### config.mk
export PLATFORM = sky130hd
export DESIGN_NAME = slsc_top
export DESIGN_NICKNAME = d
export VERILOG_FILES = /design/src/hdl/slsc_pkg.sv /design/src/hdl/slsc_top.sv /design/src/hdl/slsc_cal.sv /design/src/hdl/slsc_ring.sv
export SDC_FILE = /design/constraint.sdc
export NUM_CORES = 1
export LEC_CHECK = 0
export ABC_CLOCK_PERIOD_IN_PS = 3620
export BUFFER_PORTS_ARGS = -buffer_cell sky130_fd_sc_hd__buf_2
export CORE_MARGIN = 3
export CORE_UTILIZATION = 50
export CTS_CLUSTER_DIAMETER = 40
export CTS_CLUSTER_SIZE = 24
export DETAILED_ROUTE_END_ITERATION = 10
export PLACE_DENSITY = 0.72
export SLEW_MARGIN = 20
export SYNTH_ARGS = -nofsm -noshare
export SYNTH_HDL_FRONTEND = slang
export SYNTH_SLANG_ARGS = --single-unit
### constraint.sdc
create_clock -name clk -period 3.62 [get_ports clk]
set_clock_uncertainty 0.2 [all_clocks]
set_input_delay 0.362 -clock clk [delete_from_list [all_inputs] [get_ports clk]]
set_output_delay 0.362 -clock clk [all_outputs]
set_load 0.05 [all_outputs]
### src/hdl/slsc_pkg.sv
// Purpose: Shared constants for the subscriber line state controller
// Assumes: Classic Wishbone slave, 32-bit data, byte addresses, 200 MHz clock
// Notes:   Line state codes are the host-visible encoding of the state field
package slsc_pkg;

  // Register byte offsets
  localparam logic [7:0] ADDR_LINE_CTRL = 8'h00;
  localparam logic [7:0] ADDR_LINE_CFG  = 8'h04;
  localparam logic [7:0] ADDR_CAL_CMD   = 8'h08;
  localparam logic [7:0] ADDR_LINE_STAT = 8'h0C;
  localparam logic [7:0] ADDR_INT_STAT  = 8'h10;
  localparam logic [7:0] ADDR_INT_MASK  = 8'h14;

  // Line state codes
  localparam logic [2:0] LS_SHUTDOWN   = 3'h0;
  localparam logic [2:0] LS_DISCONNECT = 3'h1;
  localparam logic [2:0] LS_STANDBY    = 3'h2;
  localparam logic [2:0] LS_TIP_OPEN   = 3'h3;
  localparam logic [2:0] LS_OHT        = 3'h4;
  localparam logic [2:0] LS_ACTIVE     = 3'h5;
  localparam logic [2:0] LS_TALK       = 3'h6;
  localparam logic [2:0] LS_RINGING    = 3'h7;

  // Field positions
  localparam int CTRL_REV_BIT    = 3;
  localparam int CFG_LOWPWR_BIT  = 0;
  localparam int CFG_FIXED_BIT   = 1;
  localparam int CFG_BAL_BIT     = 2;
  localparam int CFG_MON_BIT     = 3;
  localparam int CAL_START_BIT   = 0;
  localparam int CAL_INIT_BIT    = 1;
  localparam int INT_CAL_BIT     = 0;
  localparam int INT_TRIP_BIT    = 1;
  localparam int INT_STATE_BIT   = 2;

  // Reset values
  localparam logic [3:0] CTRL_RST = {1'b0, LS_SHUTDOWN};
  localparam logic [3:0] CFG_RST  = 4'h0;
  localparam logic [2:0] MASK_RST = 3'h0;

  // Timing
  localparam int CLK_FREQ_MHZ    = 200;
  localparam int CAL_TIME_US     = 1000;
  localparam int CAL_CYC         = CAL_TIME_US * CLK_FREQ_MHZ;
  localparam int RING_PERIOD_US  = 50000;
  localparam int RING_PERIOD_CYC = RING_PERIOD_US * CLK_FREQ_MHZ;
  localparam int RING_TOL        = 16;

endpackage

### src/hdl/slsc_top.sv
// Purpose: Line state controller for one subscriber channel with Wishbone registers
// Assumes: Ring trip and voltage inputs come from same-clock logic
// Notes:   Line controls are registered, one cycle behind the effective state
//
// Design decisions made here: the Wishbone interface to the registers and the placing of the registers.
`timescale 1ns/1ps
`default_nettype none
module slsc_top
  import slsc_pkg::*;
#(
  parameter int CAL_CYCLES  = CAL_CYC,
  parameter int RING_CYCLES = RING_PERIOD_CYC,
  parameter int VW          = 16
) (
  // Clock and reset
  input  wire logic                 clk,
  input  wire logic                 rst,
  // Wishbone slave
  input  wire logic                 wb_cyc_i,
  input  wire logic                 wb_stb_i,
  input  wire logic                 wb_we_i,
  input  wire logic [7:0]           wb_adr_i,
  input  wire logic [31:0]          wb_dat_i,
  input  wire logic [3:0]           wb_sel_i,
  output logic      [31:0]          wb_dat_o,
  output logic                      wb_ack_o,
  // Ringing datapath
  input  wire logic                 ring_trip,
  input  wire logic signed [VW-1:0] ring_inst_v,
  input  wire logic signed [VW-1:0] line_target_v,
  // Line controls
  output logic                      reg_on,
  output logic                      reg_floor,
  output logic                      reg_track,
  output logic                      reg_fixed,
  output logic                      drv_hiz,
  output logic                      feed_en,
  output logic                      hook_sup_en,
  output logic                      voice_tx_en,
  output logic                      voice_ch_en,
  output logic                      rev_pol,
  output logic                      tip_open,
  output logic                      lp_bias_en,
  output logic                      line_mon_en,
  output logic                      ring_gen_en,
  output logic                      ring_apply,
  output logic                      bias_gen_en,
  output logic                      ring_ilim_en,
  output logic                      balanced_en,
  // Interrupt
  output logic                      irq
);

  typedef struct packed {
    logic reg_on;
    logic reg_floor;
    logic reg_track;
    logic reg_fixed;
    logic drv_hiz;
    logic feed_en;
    logic hook_sup_en;
    logic voice_tx_en;
    logic voice_ch_en;
    logic rev_pol;
    logic tip_open;
    logic lp_bias_en;
    logic line_mon_en;
    logic ring_gen_en;
    logic ring_apply;
    logic bias_gen_en;
    logic ring_ilim_en;
    logic balanced_en;
  } slsc_lctl_t;

  typedef struct packed {
    logic        ack;
    logic [31:0] rdat;
    logic [3:0]  ctrl;
    logic [3:0]  cfg;
    logic [3:0]  eff;
    logic [2:0]  ist;
    logic [2:0]  imask;
    slsc_lctl_t  lc;
  } slsc_top_t;

  slsc_top_t q;
  slsc_top_t n;

  logic       req;
  logic       wr;
  logic       cal_start;
  logic       line_init;
  logic       trip_take;
  logic       cal_busy;
  logic       cal_done;
  logic       ring_gen;
  logic       ring_applied;
  logic       ring_busy;
  logic [2:0] ev;

  // Per-state line control decode
  function automatic slsc_lctl_t line_ctl(input logic [3:0] eff, input logic [3:0] cfg,
                                          input logic gen);
    slsc_lctl_t c;
    c = '0;
    c.ring_gen_en = gen;
    c.bias_gen_en = gen;
    case (eff[2:0])
      LS_SHUTDOWN: begin
        c.ring_gen_en = 1'b0;
        c.bias_gen_en = 1'b0;
      end
      LS_DISCONNECT: begin
        c.reg_on      = 1'b1;
        c.reg_floor   = 1'b1;
        c.drv_hiz     = 1'b1;
        c.voice_ch_en = cfg[CFG_MON_BIT];
      end
      LS_STANDBY: begin
        c.reg_on  = 1'b1;
        c.rev_pol = eff[CTRL_REV_BIT];
        if (cfg[CFG_LOWPWR_BIT]) begin
          c.lp_bias_en  = 1'b1;
          c.line_mon_en = 1'b1;
        end else begin
          c.feed_en     = 1'b1;
          c.hook_sup_en = 1'b1;
        end
      end
      LS_TIP_OPEN: begin
        c.reg_on      = 1'b1;
        c.feed_en     = 1'b1;
        c.hook_sup_en = 1'b1;
        c.tip_open    = 1'b1;
        c.rev_pol     = eff[CTRL_REV_BIT];
      end
      LS_OHT, LS_TALK: begin
        c.reg_on      = 1'b1;
        c.feed_en     = 1'b1;
        c.hook_sup_en = 1'b1;
        c.voice_tx_en = 1'b1;
        c.voice_ch_en = 1'b1;
        c.rev_pol     = eff[CTRL_REV_BIT];
      end
      LS_ACTIVE: begin
        c.reg_on      = 1'b1;
        c.feed_en     = 1'b1;
        c.hook_sup_en = 1'b1;
        c.rev_pol     = eff[CTRL_REV_BIT];
      end
      LS_RINGING: begin
        c.reg_on       = 1'b1;
        c.ring_gen_en  = 1'b1;
        c.ring_apply   = 1'b1;
        c.ring_ilim_en = 1'b1;
        c.bias_gen_en  = 1'b1;
        c.reg_fixed    = cfg[CFG_FIXED_BIT];
        c.reg_track    = !cfg[CFG_FIXED_BIT];
        c.balanced_en  = cfg[CFG_BAL_BIT];
        c.rev_pol      = eff[CTRL_REV_BIT];
      end
      default: begin
        c = '0;
      end
    endcase
    return c;
  endfunction

  // Ack is registered, so every access takes two cycles
  assign req       = wb_cyc_i && wb_stb_i && !q.ack;
  assign wr        = req && wb_we_i && wb_sel_i[0];
  assign cal_start = wr && (wb_adr_i == ADDR_CAL_CMD) && wb_dat_i[CAL_START_BIT];
  assign line_init = wr && (wb_adr_i == ADDR_CAL_CMD) && wb_dat_i[CAL_INIT_BIT];
  assign trip_take = ring_trip && ring_applied && (q.ctrl[2:0] == LS_RINGING);

  always_comb begin
    n = q;
    n.ack = req;
    if (wr) begin
      case (wb_adr_i)
        ADDR_LINE_CTRL: n.ctrl  = wb_dat_i[3:0];
        ADDR_LINE_CFG:  n.cfg   = wb_dat_i[3:0];
        ADDR_INT_MASK:  n.imask = wb_dat_i[2:0];
        default: ;
      endcase
    end
    // A trip ends ringing into active, keeping polarity
    if (trip_take) begin
      n.ctrl = {q.ctrl[CTRL_REV_BIT], LS_ACTIVE};
    end
    if (line_init) begin
      n.ctrl = {1'b0, LS_DISCONNECT};
    end
    // Effective state waits while entry or exit is in progress;
    // a ringing request only lands once the sequencer applies it
    if (ring_applied) begin
      n.eff = {q.ctrl[CTRL_REV_BIT], LS_RINGING};
    end else if (!ring_busy && (q.ctrl[2:0] != LS_RINGING)) begin
      n.eff = q.ctrl;
    end
    ev = '0;
    ev[INT_CAL_BIT]   = cal_done;
    ev[INT_TRIP_BIT]  = trip_take;
    ev[INT_STATE_BIT] = n.eff != q.eff;
    // Set wins over a same-cycle clear
    if (wr && (wb_adr_i == ADDR_INT_STAT)) begin
      n.ist = (q.ist & ~wb_dat_i[2:0]) | ev;
    end else begin
      n.ist = q.ist | ev;
    end
    n.rdat = 32'h0;
    if (req && !wb_we_i) begin
      case (wb_adr_i)
        ADDR_LINE_CTRL: n.rdat = {28'h0, q.ctrl};
        ADDR_LINE_CFG:  n.rdat = {28'h0, q.cfg};
        ADDR_CAL_CMD:   n.rdat = {31'h0, cal_busy};
        ADDR_LINE_STAT: n.rdat = {25'h0, ring_busy, ring_applied, ring_gen, q.eff};
        ADDR_INT_STAT:  n.rdat = {29'h0, q.ist};
        ADDR_INT_MASK:  n.rdat = {29'h0, q.imask};
        default:        n.rdat = 32'h0;
      endcase
    end
    n.lc = line_ctl(q.eff, q.cfg, ring_gen);
  end

  always_ff @(posedge clk) begin
    if (rst) begin
      q       <= '0;
      q.ctrl  <= CTRL_RST;
      q.cfg   <= CFG_RST;
      q.eff   <= CTRL_RST;
      q.imask <= MASK_RST;
    end else begin
      q <= n;
    end
  end

  slsc_cal #(
    .CYC (CAL_CYCLES)
  ) u_cal (
    .clk   (clk),
    .rst   (rst),
    .start (cal_start),
    .busy  (cal_busy),
    .done  (cal_done)
  );

  slsc_ring #(
    .PERIOD_CYC (RING_CYCLES),
    .VW         (VW)
  ) u_ring (
    .clk           (clk),
    .rst           (rst),
    .want_ring     (q.ctrl[2:0] == LS_RINGING),
    .ring_inst_v   (ring_inst_v),
    .line_target_v (line_target_v),
    .gen_on        (ring_gen),
    .applied       (ring_applied),
    .busy          (ring_busy)
  );

  assign wb_ack_o     = q.ack;
  assign wb_dat_o     = q.rdat;
  assign irq          = |(q.ist & q.imask);
  assign reg_on       = q.lc.reg_on;
  assign reg_floor    = q.lc.reg_floor;
  assign reg_track    = q.lc.reg_track;
  assign reg_fixed    = q.lc.reg_fixed;
  assign drv_hiz      = q.lc.drv_hiz;
  assign feed_en      = q.lc.feed_en;
  assign hook_sup_en  = q.lc.hook_sup_en;
  assign voice_tx_en  = q.lc.voice_tx_en;
  assign voice_ch_en  = q.lc.voice_ch_en;
  assign rev_pol      = q.lc.rev_pol;
  assign tip_open     = q.lc.tip_open;
  assign lp_bias_en   = q.lc.lp_bias_en;
  assign line_mon_en  = q.lc.line_mon_en;
  assign ring_gen_en  = q.lc.ring_gen_en;
  assign ring_apply   = q.lc.ring_apply;
  assign bias_gen_en  = q.lc.bias_gen_en;
  assign ring_ilim_en = q.lc.ring_ilim_en;
  assign balanced_en  = q.lc.balanced_en;
endmodule
`default_nettype wire

### src/hdl/slsc_cal.sv
// Purpose: Non-blocking line calibration sequencer
// Assumes: start is a one-cycle pulse from the register block
// Notes:   A start while busy is ignored; the run is not restarted
`timescale 1ns/1ps
`default_nettype none
module slsc_cal
  import slsc_pkg::*;
#(
  parameter int CYC = CAL_CYC
) (
  // Clock and reset
  input  wire logic clk,
  input  wire logic rst,
  // Control
  input  wire logic start,
  output logic      busy,
  output logic      done
);

  typedef struct packed {
    logic        busy;
    logic        done;
    logic [31:0] cnt;
  } slsc_cal_t;

  slsc_cal_t c_q;
  slsc_cal_t c_d;

  always_comb begin
    c_d = c_q;
    c_d.done = 1'b0;
    if (c_q.busy) begin
      if (c_q.cnt >= 32'(CYC - 1)) begin
        c_d.busy = 1'b0;
        c_d.done = 1'b1;
      end else begin
        c_d.cnt = c_q.cnt + 32'h1;
      end
    end else if (start) begin
      c_d.busy = 1'b1;
      c_d.cnt  = 32'h0;
    end
  end

  always_ff @(posedge clk) begin
    if (rst) begin
      c_q <= '0;
    end else begin
      c_q <= c_d;
    end
  end

  assign busy = c_q.busy;
  assign done = c_q.done;
endmodule
`default_nettype wire

### src/hdl/slsc_ring.sv
// Purpose: Ring entry and ring exit sequencing
// Assumes: ring_inst_v and line_target_v come from the same-clock datapath
// Notes:   Exit is also bounded by one period so a stuck comparator cannot hold ringing
`timescale 1ns/1ps
`default_nettype none
module slsc_ring
  import slsc_pkg::*;
#(
  parameter int PERIOD_CYC = RING_PERIOD_CYC,
  parameter int VW         = 16
) (
  // Clock and reset
  input  wire logic                 clk,
  input  wire logic                 rst,
  // Request and voltages
  input  wire logic                 want_ring,
  input  wire logic signed [VW-1:0] ring_inst_v,
  input  wire logic signed [VW-1:0] line_target_v,
  // Sequencing status
  output logic                      gen_on,
  output logic                      applied,
  output logic                      busy
);

  typedef enum logic [3:0] {
    RS_IDLE  = 4'b0001,
    RS_ENTRY = 4'b0010,
    RS_ON    = 4'b0100,
    RS_EXIT  = 4'b1000
  } slsc_rstate_t;

  typedef struct packed {
    slsc_rstate_t st;
    logic [31:0]  cnt;
  } slsc_ring_t;

  slsc_ring_t        r_q;
  slsc_ring_t        r_d;
  logic signed [VW:0] diff;
  logic signed [VW:0] tol;
  logic               match;
  logic               expired;

  assign diff    = {ring_inst_v[VW-1], ring_inst_v} - {line_target_v[VW-1], line_target_v};
  assign tol     = (VW+1)'(RING_TOL);
  assign match   = (diff <= tol) && (diff >= -tol);
  assign expired = r_q.cnt >= 32'(PERIOD_CYC - 1);

  always_comb begin
    r_d = r_q;
    r_d.cnt = r_q.cnt + 32'h1;
    case (r_q.st)
      RS_IDLE: begin
        r_d.cnt = 32'h0;
        if (want_ring) begin
          r_d.st = RS_ENTRY;
        end
      end
      RS_ENTRY: begin
        if (!want_ring) begin
          r_d.st = RS_IDLE;
        end else if (match || expired) begin
          r_d.st = RS_ON;
        end
      end
      RS_ON: begin
        r_d.cnt = 32'h0;
        if (!want_ring) begin
          r_d.st = RS_EXIT;
        end
      end
      RS_EXIT: begin
        if (want_ring) begin
          r_d.st = RS_ON;
        end else if (match || expired) begin
          r_d.st = RS_IDLE;
        end
      end
      default: begin
        r_d.st = RS_IDLE;
      end
    endcase
  end

  always_ff @(posedge clk) begin
    if (rst) begin
      r_q <= '{st: RS_IDLE, cnt: 32'h0};
    end else begin
      r_q <= r_d;
    end
  end

  assign gen_on  = r_q.st != RS_IDLE;
  assign busy    = r_q.st != RS_IDLE;
  assign applied = (r_q.st == RS_ON) || (r_q.st == RS_EXIT);
endmodule
`default_nettype wire

==> results of run 1 <==
==> worst paths after layout <==
check / slack [ns] / cells past startpoint / to
hold / removal: 0.11 / 3 / q[31]
hold reg to reg: 0.25 / 1 / u_ring.r_q[0]
setup / recovery: 0.28 / 14 / u_ring.r_q[32]
setup reg to reg: 0.50 / 9 / u_ring.r_q[32]
==> state kept, by name (all words and copies together) (netlist names) <==
name / cells
u_ring.r_q: 36
u_cal.c_q: 32
q: 18
wb_dat_o: 6
balanced_en: 1
bias_gen_en: 1
drv_hiz: 1
feed_en: 1
lp_bias_en: 1
reg_fixed: 1
reg_on: 1
reg_track: 1
rev_pol: 1
ring_apply: 1
tip_open: 1
u_cal.busy: 1
u_cal.done: 1
voice_ch_en: 1
voice_tx_en: 1
wb_ack_o: 1
==> routing by layer <==
layer  vias to the layer above  GRT usage [%]
met1                      2458           23.7
met2                       136           34.0
met5                         -              0
li1                       2670              -
met4                         0           6.42
met3                        18           3.89
==> stage by stage <==
| step | setup TNS (ns) | cells | util (%) |
|---|---|---|---|
| after floorplan | 0 | 764 | - |
| after global placement | 0 | 927 | 54.6 |
| after detailed placement | -0.121 | 927 | 54.6 |
| after CTS | 0 | 943 | 57.5 |
| after global routing | 0 | 943 | 57.5 |
| final | 0 | 943 | 57.5 |
==> layout by cell type, fill, tap and decap left out, types with 9 or more instances in the layout <==
cell / n
sky130_fd_sc_hd__inv_1: 31
sky130_fd_sc_hd__buf_2: 77
sky130_fd_sc_hd__nand2_1: 38
sky130_fd_sc_hd__o21ai_0: 34
sky130_fd_sc_hd__clkbuf_16: 9
sky130_fd_sc_hd__a21oi_1: 47
sky130_fd_sc_hd__ha_1: 18
sky130_fd_sc_hd__mux2i_1: 13
sky130_fd_sc_hd__and2_1: 12
sky130_fd_sc_hd__dfxtp_1: 108
sky130_fd_sc_hd__xnor2_1: 16
sky130_fd_sc_hd__nand4_1: 27
sky130_fd_sc_hd__xor2_1: 29
sky130_fd_sc_hd__and3_1: 13
sky130_fd_sc_hd__or3_1: 12
sky130_fd_sc_hd__conb_1: 25
sky130_fd_sc_hd__nand3_1: 31
sky130_fd_sc_hd__nor3_1: 17
sky130_fd_sc_hd__nor4_1: 12
sky130_fd_sc_hd__nor2_1: 116
==> logic make-up after synthesis <==
kind of cell / Yosys count / share of synthesized area, %
fa+ha+maj: 19 / 4.11
other cells: 1 / 0.0629
xor+xnor: 45 / 6.61
flops: 108 / 36.2
mux: 17 / 3.31
simple gates: 313 / 26.0
buf+inv: 93 / 8.18
compound gates: 144 / 15.5
==> area by class of cell <==
class / instances / share of cell area [%]
clock buffers: 10 / 3.61
flip-flops and latches: 108 / 32.7
inverters: 31 / 1.76
multi-input cells: 563 / 51.4
clock inverters: 6 / 1.44
repair buffers: 82 / 6.39
well taps: 143 / 2.70
==> worst max-delay path: stages <==
cell	delay, ns
sky130_fd_sc_hd__buf_2	0.09
sky130_fd_sc_hd__inv_1	0.05
sky130_fd_sc_hd__ha_1	0.16
sky130_fd_sc_hd__inv_1	0.05
sky130_fd_sc_hd__fa_1	0.42
sky130_fd_sc_hd__a211oi_1	0.27
sky130_fd_sc_hd__o21ai_1	0.21
sky130_fd_sc_hd__a311oi_2	0.33
sky130_fd_sc_hd__o21ai_0	0.18
sky130_fd_sc_hd__a41oi_1	0.23
sky130_fd_sc_hd__nand4_1	0.15
sky130_fd_sc_hd__or4_1	0.60
sky130_fd_sc_hd__a31oi_1	0.20
sky130_fd_sc_hd__or3_1	0.12
==> power groups by stage <==
stage,clock network [mW],registers (mW),logic (mW)
2_1_floorplan,0,1.24,0.403
3_3_place_gp,0,1.25,0.470
3_5_place_dp,0,1.25,0.478
4_1_cts,1.10,1.23,0.481
5_1_grt,1.14,1.23,0.534
6_report,1.08,1.23,0.481
==> Flow_metrics.wiki, run 1 <==
{| class="wikitable"
! Metric !! Value
|-
| Async set-reset flop share out of synthesis || 0%
|-
| Path type of the worst min-delay path || primary input to flop
|-
| Run status || finished clean
|-
| Die width || 115 microns
|-
| Cell count after synthesis || 740
|-
| Hold Fails Final Rpt || 0
|-
| Required time reported for the critical path endpoint || 3.71 ns
|-
| Critical path launch point type || primary input
|-
| Seq pwr share || 44.0%
|-
| Ratio of routed vias to standard cells || approximately 5.6
|-
| TritonCTS sink count || 108
|-
| DRC violations left || 0
|-
| Number of nets with antenna violations after routing || 0
|-
| Row count || 39
|-
| Met2 routed wirelength || 6200 microns
|-
| Largest fanout on the critical path || 5
|-
| Total number of yosys warnings || 0
|-
| Clock tree from TritonCTS || yes
|-
| Worst slew pin tran || 0.947 ns
|-
| Number of register bits inferred by synthesis || 108
|-
| Area of the placeable core || 11500 sq um
|-
| Number of gates given a new drive strength after cts || 0
|-
| Final global-route overflow total || 0
|-
| Layout net count || 896
|-
| Crit path setup slack, layout || 0.284 ns
|-
| Post-Place Cell Area || 6280 sq um
|-
| Initial cell density of the core || 51.8%
|-
| Drt initial violations || between 300 and 400
|-
| Wire length per cell || 13.4 microns
|-
| Cell-internal power || between 1.5 and 2 mW
|-
| Die area || 13300 sq um
|-
| Metal1 wirelength || 5670 microns
|-
| Power density of the placed cells || 421 nW/um^2
|-
| Sequential cell area || 2160 sq um
|-
| Final weighted congestion in routability-driven placement || 0.929
|-
| Clock latency reported for the late side of the worst-skew pair || 0.34 ns
|-
| Part of the Yosys area used for sequential elements || a little over a third
|-
| Worst Setup End Kind || flop
|-
| Multi-input logic area || 3400 sq um
|-
| Setup-failing EPs final || 0
|-
| Static Leakage || ~2.6 nW
|-
| Pin count of the biggest net entering global routing || 33
|-
| Highest clock rate || 300 MHz
|-
| Initial antenna violation count || 0
|-
| Clock tree root driver cell || sky130_fd_sc_hd__clkbuf_16
|-
| Critical path data arrival time || 3.42 ns
|-
| Period minus WS final || 3.34 ns
|-
| Switching share of total power || 28.4%
|-
| Routed Wire Length || 12700 microns
|-
| Routed wl met3 || 584 microns
|-
| Maximum Capacitance Violations || 0
|-
| DIE HEIGHT || between 100 and 150 microns
|-
| Number of distinct standard cells referenced by the synthesized netlist || 60
|-
| RSZ-0062 raised after global routing || no
|-
| Switching power total || 792 uW
|-
| ANT cells || 0
|-
| Relative contribution of combinational cells to total power || 17.3%
|-
| Share of layout cells above drive strength 1 || 14.2%
|-
| Vias post-DR || 5282
|-
| Worst voltage drop across the vdd grid || approximately 260 uV
|-
| Top-area cell type share of the netlist area || between 30% and 40%
|-
| Buffers added on ports || slightly below 80
|-
| Pins over their slew limit || 0
|-
| Startpoint of the worst-slack reg-to-reg timing path || q[33]
|-
| HPWL reported at the end of detailed placement || 9540 microns
|-
| Post-CTS setup buffer count || 0
|-
| Share of the clock period used by the worst path after layout || between 90% and 100%
|-
| Startpoint of the lowest-slack hold path || wb_dat_i[3]
|-
| Global-route wire length before repair || 21600 microns
|-
| Final worst hold slack || 0.114 ns
|-
| Clock Tree Buf Depth || 2
|-
| Primary flip-flop cell chosen by synthesis mapping || sky130_fd_sc_hd__dfxtp_1
|-
| Clock-pin transition on the worst setup and hold timing paths || 0.07 ns
|-
| Start point of the critical path || ring_inst_v[0]
|-
| Number of buffers inserted for hold repair after clock tree synthesis || 0
|-
| Vias in the first global route || 5058
|-
| Slew margin rel. || a little under two fifths
|-
| Average size of a mapped cell || 8.06 sq um
|-
| Overall power || 2.78 mW
|-
| Post-synthesis to final-layout area growth || 11.0%
|-
| Most numerous cell in the Yosys netlist || sky130_fd_sc_hd__nor2_1
|-
| Num CTS Buffers || 9
|-
| Worst slack, placed || -0.0441 ns
|-
| Number of synthesized flops with an enable pin || 0
|-
| Clk pwr share || 38.7%
|-
| Number of placed I/O pins || 134
|-
| Commonest cells in the synthesized netlist || 116 x sky130_fd_sc_hd__nor2_1, 108 x sky130_fd_sc_hd__dfxtp_1, 47 x sky130_fd_sc_hd__a21oi_1
|-
| Post-route standard cell area excluding fillers || 6620 sq um
|-
| Critical path start-end classification || primary input to flop
|-
| Fill cell count || about 1000
|-
| Number of levels in the clock H-tree || 3
|-
| Top metal layer carrying routed signals || met4
|-
| Synthesized area || approximately 6000 sq um
|-
| Cell accounting for the most synthesized area || sky130_fd_sc_hd__dfxtp_1
|-
| Global router's overall resource usage || roughly a fifth
|-
| Dominant cells by area after synthesis || sky130_fd_sc_hd__dfxtp_1 36%, sky130_fd_sc_hd__nor2_1 7.3%, sky130_fd_sc_hd__buf_4 4.7%
|-
| First-pass detailed-route iteration total || 5
|}
Note: power is estimated with default switching activity, not from simulation.
==> run 2: changes to the inputs <==
--- a/config.mk
+++ b/config.mk
@@ -12,8 +12,9 @@
 export CTS_CLUSTER_DIAMETER = 40
 export CTS_CLUSTER_SIZE = 24
 export DETAILED_ROUTE_END_ITERATION = 10
-export PLACE_DENSITY = 0.72
+export PLACE_DENSITY = 0.71
 export SLEW_MARGIN = 20
 export SYNTH_ARGS = -nofsm -noshare
 export SYNTH_HDL_FRONTEND = slang
+export SYNTH_HIERARCHICAL = 1
 export SYNTH_SLANG_ARGS = --single-unit
==> run 2 against run 1 <==
  * Worst hold slack got worse by 0.018 ns
  * Clock power about the same
  * Sequential share of layout area shrank 1.1 points
  * Via count increased by 3.0%
  * First-iteration DRC count rose by 13%
  * Final area increased by 4.3%
  * Critical path type unchanged
  * Utilization shrank 0.71 points
  * Sequential power increased by 4%
  * Final cell count rose by 2.8%
  * Synthesized cell count increased by 0.81%
  * Synthesized area rose by 5.2%
==> Flow_metrics.wiki, run 2 <==
{| class="wikitable"
! Metric !! Value
|-
| Run status || finished clean
|-
| Most numerous cell in the Yosys netlist || sky130_fd_sc_hd__dfxtp_1
|-
| Static Leakage || 2.74 nW (+4.5%)
|-
| Critical R2R Capture || u_ring/r_q[34]
|-
| HPWL reported at the end of detailed placement || 9700 microns (+1.6%)
|-
| Number of levels in the clock H-tree || 3 (unchanged)
|-
| Slowest cell on the critical path || sky130_fd_sc_hd__or4_1
|-
| Total number of yosys warnings || 6 (+6)
|-
| Final global-route overflow total || 0 (unchanged)
|-
| Critical path launch point type || primary input
|-
| Overall power || 2.90 mW (+4.2%)
|-
| Number of register bits inferred by synthesis || 109 (+0.93%)
|-
| Top Registers || u_ring/r_q: 36 flops, u_cal/c_q: 32 flops, q: 18 flops
|-
| TritonCTS sink count || 109 (+0.93%)
|-
| Pins over their slew limit || 0 (unchanged)
|-
| Synthesized area || 6270 sq um (+5.2%)
|-
| Crit path depth || 13 (-1)
|-
| Number of flip-flops under the largest register name || 36 (unchanged)
|-
| Share of the clock period used by the worst path after layout || 86.9% (-5.3 points)
|-
| Period minus WS final || 3.14 ns (-0.192 ns)
|-
| Number of synthesized flops with an enable pin || 0 (unchanged)
|-
| DRC violations left || 0 (unchanged)
|-
| Hold Fails Final Rpt || 0 (unchanged)
|-
| Path type of the worst min-delay path || primary input to flop
|-
| Clock tree root driver cell || sky130_fd_sc_hd__clkbuf_16
|-
| Top-area cell type share of the netlist area || 34.8% (-1.5 points)
|-
| Number of distinct standard cells referenced by the synthesized netlist || 90 (+50%)
|-
| RSZ-0062 raised after global routing || no
|-
| Global router's overall resource usage || 18.8% (-0.52 points)
|-
| Worst Setup End Kind || flop
|-
| DIE HEIGHT || 118 microns (+2.4%)
|-
| Buffers added on ports || 77 (unchanged)
|-
| Worst reg2reg path depth || 9 (unchanged)
|-
| Worst slew pin tran || 0.958 ns (+0.0103 ns)
|-
| Clock tree from TritonCTS || yes
|-
| Post-CTS setup buffer count || 0 (unchanged)
|-
| Row count || 40 (+2.6%)
|-
| Final weighted congestion in routability-driven placement || 0.870 (-6.3%)
|-
| Power density of the placed cells || 420 nW/um^2 (-0.15%)
|-
| Post-synthesis to final-layout area growth || 10.1%
|-
| Cells along the critical path || buf_2, inv_1, ha_1, fa_1, nand2b_1, a31o_1, a211o_1, a211o_1, nand3_1, nand4_1, o311a_1, or4_1, o21ai_1
|-
| Maximum Capacitance Violations || 0 (unchanged)
|-
| Critical path data arrival time || 3.22 ns (-0.20 ns)
|-
| Die area || 13900 sq um (+4.9%)
|-
| Initial antenna violation count || 0 (unchanged)
|-
| Primary flip-flop cell chosen by synthesis mapping || sky130_fd_sc_hd__dfxtp_1
|-
| Commonest non-fill, non-tap cells in the layout || 109 x sky130_fd_sc_hd__dfxtp_1, 77 x sky130_fd_sc_hd__buf_2, 63 x sky130_fd_sc_hd__nor2_1
|-
| Sequential cell area || 2180 sq um (+0.93%)
|-
| Summed negative setup slack over all endpoints || 0 ns (unchanged)
|-
| Number of buffers inserted for hold repair after clock tree synthesis || 0 (unchanged)
|-
| Cell repeated most along the worst path || sky130_fd_sc_hd__a211o_1
|-
| Num CTS Buffers || 9 (unchanged)
|-
| Largest stage delay on the critical path || 0.50 ns (-0.10 ns)
|-
| Fill cell count || 1128 (+9.2%)
|-
| Number of placed I/O pins || 134 (unchanged)
|-
| ANT cells || 0 (unchanged)
|-
| Commonest cells in the synthesized netlist || 109 x sky130_fd_sc_hd__dfxtp_1, 63 x sky130_fd_sc_hd__nor2_1, 53 x sky130_fd_sc_hd__a21oi_1
|-
| Most common library cell in the layout ignoring fill and taps || sky130_fd_sc_hd__dfxtp_1
|-
| Number of gates given a new drive strength after cts || 0 (unchanged)
|-
| Drt initial violations || 397 (+13%)
|-
| Worst voltage drop across the vdd grid || 307 uV (+17%)
|-
| Critical path start-end classification || primary input to flop
|-
| Largest fanout on the critical path || 4 (-1)
|-
| Average size of a mapped cell || 8.41 sq um (+4.3%)
|-
| Reg with most FFs || u_ring/r_q
|-
| Setup-failing EPs final || 0 (unchanged)
|-
| Layout net count || 897 (+0.11%)
|-
| Share of layout cells above drive strength 1 || 16.2% (+2.0 points)
|-
| Initial cell density of the core || 51.6% (-0.21 points)
|-
| Start point of the critical path || ring_inst_v[0]
|-
| Register-to-register setup slack || 0.84 ns (+0.34 ns)
|-
| Startpoint of the worst-slack reg-to-reg timing path || u_ring/r_q[0]
|-
| Vias post-DR || 5438 (+3.0%)
|-
| Ratio of routed vias to standard cells || 5.61 (+0.19%)
|-
| Clock Tree Buf Depth || 2 (unchanged)
|-
| Die width || 118 microns (+2.4%)
|-
| Async set-reset flop share out of synthesis || 0% (unchanged)
|-
| Multi-input logic area || 3640 sq um (+6.8%)
|-
| Worst setup endpoint || u_ring/r_q[35]
|-
| Wire length per cell || 13.7 microns (+2.3%)
|-
| Buffers plus inverters on the worst setup path || 2 (-1)
|-
| Vias in the first global route || 5129 (+1.4%)
|-
| Cell count after synthesis || 746 (+0.81%)
|-
| Highest clock rate || 318 MHz (+6.1%)
|-
| Area of the placeable core || 12200 sq um (+5.6%)
|-
| Slew margin rel. || 36.2% (-0.69 points)
|-
| Cell accounting for the most synthesized area || sky130_fd_sc_hd__dfxtp_1
|-
| Dominant cells by area after synthesis || sky130_fd_sc_hd__dfxtp_1 35%, sky130_fd_sc_hd__buf_4 4.5%, sky130_fd_sc_hd__a21oi_1 4.2%
|-
| Part of the Yosys area used for sequential elements || 34.8% (-1.5 points)
|-
| Clock latency reported for the late side of the worst-skew pair || 0.35 ns (about the same)
|-
| Routed Wire Length || 13300 microns (+5.2%)
|-
| Clock-pin transition on the worst setup and hold timing paths || 0.07 ns (about the same)
|-
| First-pass detailed-route iteration total || 5 (unchanged)
|-
| Required time reported for the critical path endpoint || 3.70 ns (about the same)
|-
| Number of nets with antenna violations after routing || 0 (unchanged)
|-
| Family with the most delay on the worst path || compound AO/OA/AOI/OAI gates
|-
| Global-route wire length before repair || 22700 microns (+4.9%)
|-
| Pin count of the biggest net entering global routing || 33 (unchanged)
|}
run 2: logic make-up after synthesis:
logic type | Yosys count | share of synthesized area [%]
AND/OR/NAND/NOR | 298 | 27.2
AO/OA/AOI/OAI | 167 | 17.8
flip-flops | 109 | 34.8
buffers and inverters | 103 | 8.76
XOR/XNOR | 37 | 5.29
adder cells (fa/ha/maj) | 19 | 3.91
multiplexers | 12 | 2.15
other | 1 | 0.0598
run 2: worst min-delay path, delay by kind of cell:
family                 cells  cell delay (ns)
AO/OA/AOI/OAI              1             0.05
buffers and inverters      1             0.12
AND/OR/NAND/NOR            1             0.06
run 2: power by group:
group / total [mW] / internal, mW / switching (mW)
logic: 0.566 / 0.199 / 0.367
clock network: 1.06 / 0.624 / 0.433
registers: 1.28 / 1.23 / 0.0503
run 2: how the worst min path moves through the flow:
stage                           start  endpoint  slack (ns)  depth (start not counted)
after floorplan            u_cal/done     q[21]        0.21                          2
after global placement     u_cal/done     q[21]        0.21                          2
after detailed placement   u_cal/done     q[21]        0.23                          2
after CTS                 wb_dat_i[3]     q[35]        0.09                          3
after global routing      wb_dat_i[0]     q[18]        0.09                          3
final                     wb_dat_i[0]     q[18]         0.1                          3
run 2: area by class of cell:
| type | count | area share, % |
|---|---|---|
| Inverter | 38 | 2.07 |
| Tap cell | 168 | 3.04 |
| Sequential cell | 109 | 31.6 |
| Timing Repair Buffer | 80 | 5.91 |
| Clock buffer | 10 | 3.46 |
| Clock inverter | 6 | 1.25 |
| Multi-Input combinational cell | 558 | 52.7 |
run 2: layer usage:
layer / vias to the layer above / part of all wire, % / wire length (microns) / track usage [%]
met5: - / 0 / 0 / 0
li1: 2741 / - / - / -
met1: 2535 / 46 / 6140 / 24.0
met4: 0 / 1.6 / 217 / 6.59
met3: 24 / 5.0 / 667 / 4.76
met2: 138 / 47 / 6280 / 31.0
run 2: through the flow:
stage / instance area (sq um) / setup slack (ns) / hold WS (ns) / instances / utilization, %
floorplan: 6360 / 0.406 / 0.211 / 770 / -
global placement: 6580 / 0.219 / 0.215 / 953 / 54.1
detailed placement: 6580 / 0.114 / 0.226 / 953 / 54.1
CTS: 6900 / 0.469 / 0.0872 / 969 / 56.8
global route: 6900 / 0.254 / 0.0931 / 969 / 56.8
finish: 6900 / 0.476 / 0.0959 / 969 / 56.8
==> run 3: changes to the inputs <==
==> constraint.sdc (replaced) <==
create_clock -name clk -period 3.62 [get_ports clk]
set_clock_uncertainty 0.2 [all_clocks]
set_input_delay 0.181 -clock clk [delete_from_list [all_inputs] [get_ports clk]]
set_output_delay 0.181 -clock clk [all_outputs]
set_load 0.05 [all_outputs]
==> run 3 against run 2 <==
  * Worst hold slack worse by 0.082 ns
  * Critical path depth unchanged
  * Sequential share of layout area down 0.15 points
  * Critical path type unchanged
==> Flow_metrics.wiki, run 3 (same netlist as run 2, synthesis figures left out) <==
{| class="wikitable"
! Metric !! Value
|-
| Vias in the first global route || 5172 (+0.84%)
|-
| Wire length per cell || 13.9 microns (+1.2%)
|-
| Fill cell count || 1113 (-1.3%)
|-
| Post-synthesis to final-layout area growth || 10.6%
|-
| Largest stage delay on the critical path || 0.50 ns (about the same)
|-
| Path type of the worst min-delay path || primary input to flop
|-
| Num CTS Buffers || 9 (unchanged)
|-
| Slew margin rel. || 36.1% (-0.10 points)
|-
| Worst voltage drop across the vdd grid || 268 uV (-13%)
|-
| Drt initial violations || 460 (+16%)
|-
| Ratio of routed vias to standard cells || 5.69 (+1.4%)
|-
| Critical path launch point type || primary input
|-
| Power density of the placed cells || 411 nW/um^2 (-2.0%)
|-
| Largest fanout on the critical path || 4 (unchanged)
|-
| Worst Setup End Kind || flop
|-
| Seq pwr share || 44.7% (+0.6 points)
|-
| Worst slack, placed || 0.327 ns (+0.213 ns)
|-
| HPWL reported at the end of detailed placement || 9740 microns (+0.42%)
|-
| Initial cell density of the core || 51.6% (unchanged)
|-
| Overall power || 2.85 mW (-1.6%)
|-
| Cells along the critical path || buf_2, inv_1, ha_1, fa_1, nand2b_1, a31o_1, a211o_1, a211o_1, nand3_1, nand4_1, o311a_1, or4_1, o21ai_1
|-
| Slowest cell on the critical path || sky130_fd_sc_hd__or4_1
|-
| Number of levels in the clock H-tree || 3 (unchanged)
|-
| Clock tree root driver cell || sky130_fd_sc_hd__clkbuf_16
|-
| Die width || 118 microns (unchanged)
|-
| Summed negative setup slack over all endpoints || 0 ns (unchanged)
|-
| Final weighted congestion in routability-driven placement || 0.868 (-0.29%)
|-
| Highest clock rate || 343 MHz (+7.9%)
|-
| Buffers added on ports || 77 (unchanged)
|-
| Cell-internal power || 1.98 mW (-3.6%)
|-
| ANT cells || 0 (unchanged)
|-
| Relative contribution of combinational cells to total power || 19.9% (+0.4 points)
|-
| Row count || 40 (unchanged)
|-
| DRC violations left || 0 (unchanged)
|-
| Global-route wire length before repair || 23500 microns (+3.4%)
|-
| Required time reported for the critical path endpoint || 3.71 ns (about the same)
|-
| Share of layout cells above drive strength 1 || 16.1% (-0.10 points)
|-
| Switching share of total power || 30.8% (+1.5 points)
|-
| Reg with most FFs || u_ring/r_q
|-
| Maximum Capacitance Violations || 0 (unchanged)
|-
| DIE HEIGHT || 118 microns (unchanged)
|-
| Buffers plus inverters on the worst setup path || 2 (unchanged)
|-
| Period minus WS final || 2.92 ns (-0.229 ns)
|-
| Final worst hold slack || 0.0141 ns (-0.0818 ns)
|-
| Die area || 13900 sq um (unchanged)
|-
| Crit path setup slack, layout || 0.705 ns (+0.229 ns)
|-
| Critical path data arrival time || 3.00 ns (-0.22 ns)
|-
| Post-Place Cell Area || 6580 sq um (unchanged)
|-
| Area of the placeable core || 12200 sq um (unchanged)
|-
| TritonCTS sink count || 109 (unchanged)
|-
| Share of the clock period used by the worst path after layout || 80.5% (-6.3 points)
|-
| Static Leakage || 2.75 nW (+0.37%)
|-
| Clock-pin transition on the worst setup and hold timing paths || 0.07 ns (about the same)
|-
| Most common library cell in the layout ignoring fill and taps || sky130_fd_sc_hd__dfxtp_1
|-
| Post-CTS setup buffer count || 0 (unchanged)
|-
| Number of placed I/O pins || 134 (unchanged)
|-
| Clk pwr share || 35.4% (-1.0 points)
|-
| Initial antenna violation count || 0 (unchanged)
|-
| Global router's overall resource usage || 19.4% (+0.57 points)
|-
| Clock latency reported for the late side of the worst-skew pair || 0.35 ns (about the same)
|-
| First-pass detailed-route iteration total || 8 (+3)
|-
| Cell repeated most along the worst path || sky130_fd_sc_hd__a211o_1
|-
| Number of nets with antenna violations after routing || 0 (unchanged)
|-
| Pins over their slew limit || 0 (unchanged)
|-
| Number of flip-flops under the largest register name || 36 (unchanged)
|-
| Critical path start-end classification || primary input to flop
|-
| Setup-failing EPs final || 0 (unchanged)
|-
| Family with the most delay on the worst path || compound AO/OA/AOI/OAI gates
|-
| Clock Tree Buf Depth || 2 (unchanged)
|-
| Run status || finished clean
|-
| Hold Fails Final Rpt || 0 (unchanged)
|-
| Layout net count || 902 (+0.56%)
|-
| Worst slew pin tran || 0.959 ns (+0.00157 ns)
|-
| RSZ-0062 raised after global routing || no
|-
| Switching power total || 879 uW (+3.5%)
|-
| Top Registers || u_ring/r_q: 36 flops, u_cal/c_q: 32 flops, q: 18 flops
|-
| Vias post-DR || 5540 (+1.9%)
|-
| Routed Wire Length || 13500 microns (+1.7%)
|-
| Post-route standard cell area excluding fillers || 6940 sq um (+0.49%)
|-
| Pin count of the biggest net entering global routing || 46 (+39%)
|-
| Commonest non-fill, non-tap cells in the layout || 109 x sky130_fd_sc_hd__dfxtp_1, 77 x sky130_fd_sc_hd__buf_2, 63 x sky130_fd_sc_hd__nor2_1
|-
| Final global-route overflow total || 0 (unchanged)
|-
| Clock tree from TritonCTS || yes
|}
[run 3: path summary, 6_finish.rpt]
check	endpoint	slack [ns]	startpoint	cells past startpoint
hold / removal	wb_dat_o[3]	0.01	wb_adr_i[7]	3
setup reg to reg	u_ring/r_q[30]	0.89	u_ring/r_q[7]	8
hold reg to reg	q[21]	0.23	u_cal/done	2
setup / recovery	u_ring/r_q[35]	0.70	ring_inst_v[0]	13
[run 3: per-layer routing]
metal	wire length, microns	up-vias	GRT usage [%]
li1	-	2756	-
met1	6220	2581	25.3
met2	6360	182	32.3
met3	793	21	5.05
met5	0	-	0
met4	160	0	4.40
[run 3: tightest hold or removal path: cells and delay by family]
kind	cells	cell delay, ns
buf+inv	1	0.12
simple gates	2	0.21
[run 3: cell type report]
cell class	instances	area (sq um)	share of cell area, %
clock buffers	9	225	3.25
clock inverters	7	83.8	1.21
inverters	38	143	2.06
multi-input cells	558	3640	52.4
flip-flops and latches	109	2180	31.5
well taps	168	210	3.03
repair buffers	85	458	6.60
[run 3: timing repair]
action                                 4_1_cts  5_1_grt
hold buffers                                 5        0
endpoints found under the hold margin       11        0
gates resized for setup                      0        0
[run 3: power groups by stage]
stage,registers [mW],logic [mW],clock network (mW)
floorplan,1.29,0.487,0
global placement,1.30,0.546,0
detailed placement,1.30,0.561,0
CTS,1.28,0.567,1.03
global route,1.28,0.628,1.10
finish,1.28,0.568,1.01
[run 3: per-stage QoR]
| step | cells | utilization (%) |
|---|---|---|
| 5_1_grt | 974 | 57.0 |
| 6_report | 974 | 57.0 |
| 2_1_floorplan | 770 | - |
| 3_3_place_gp | 953 | 54.1 |
| 4_1_cts | 974 | 57.0 |
| 3_5_place_dp | 953 | 54.1 |
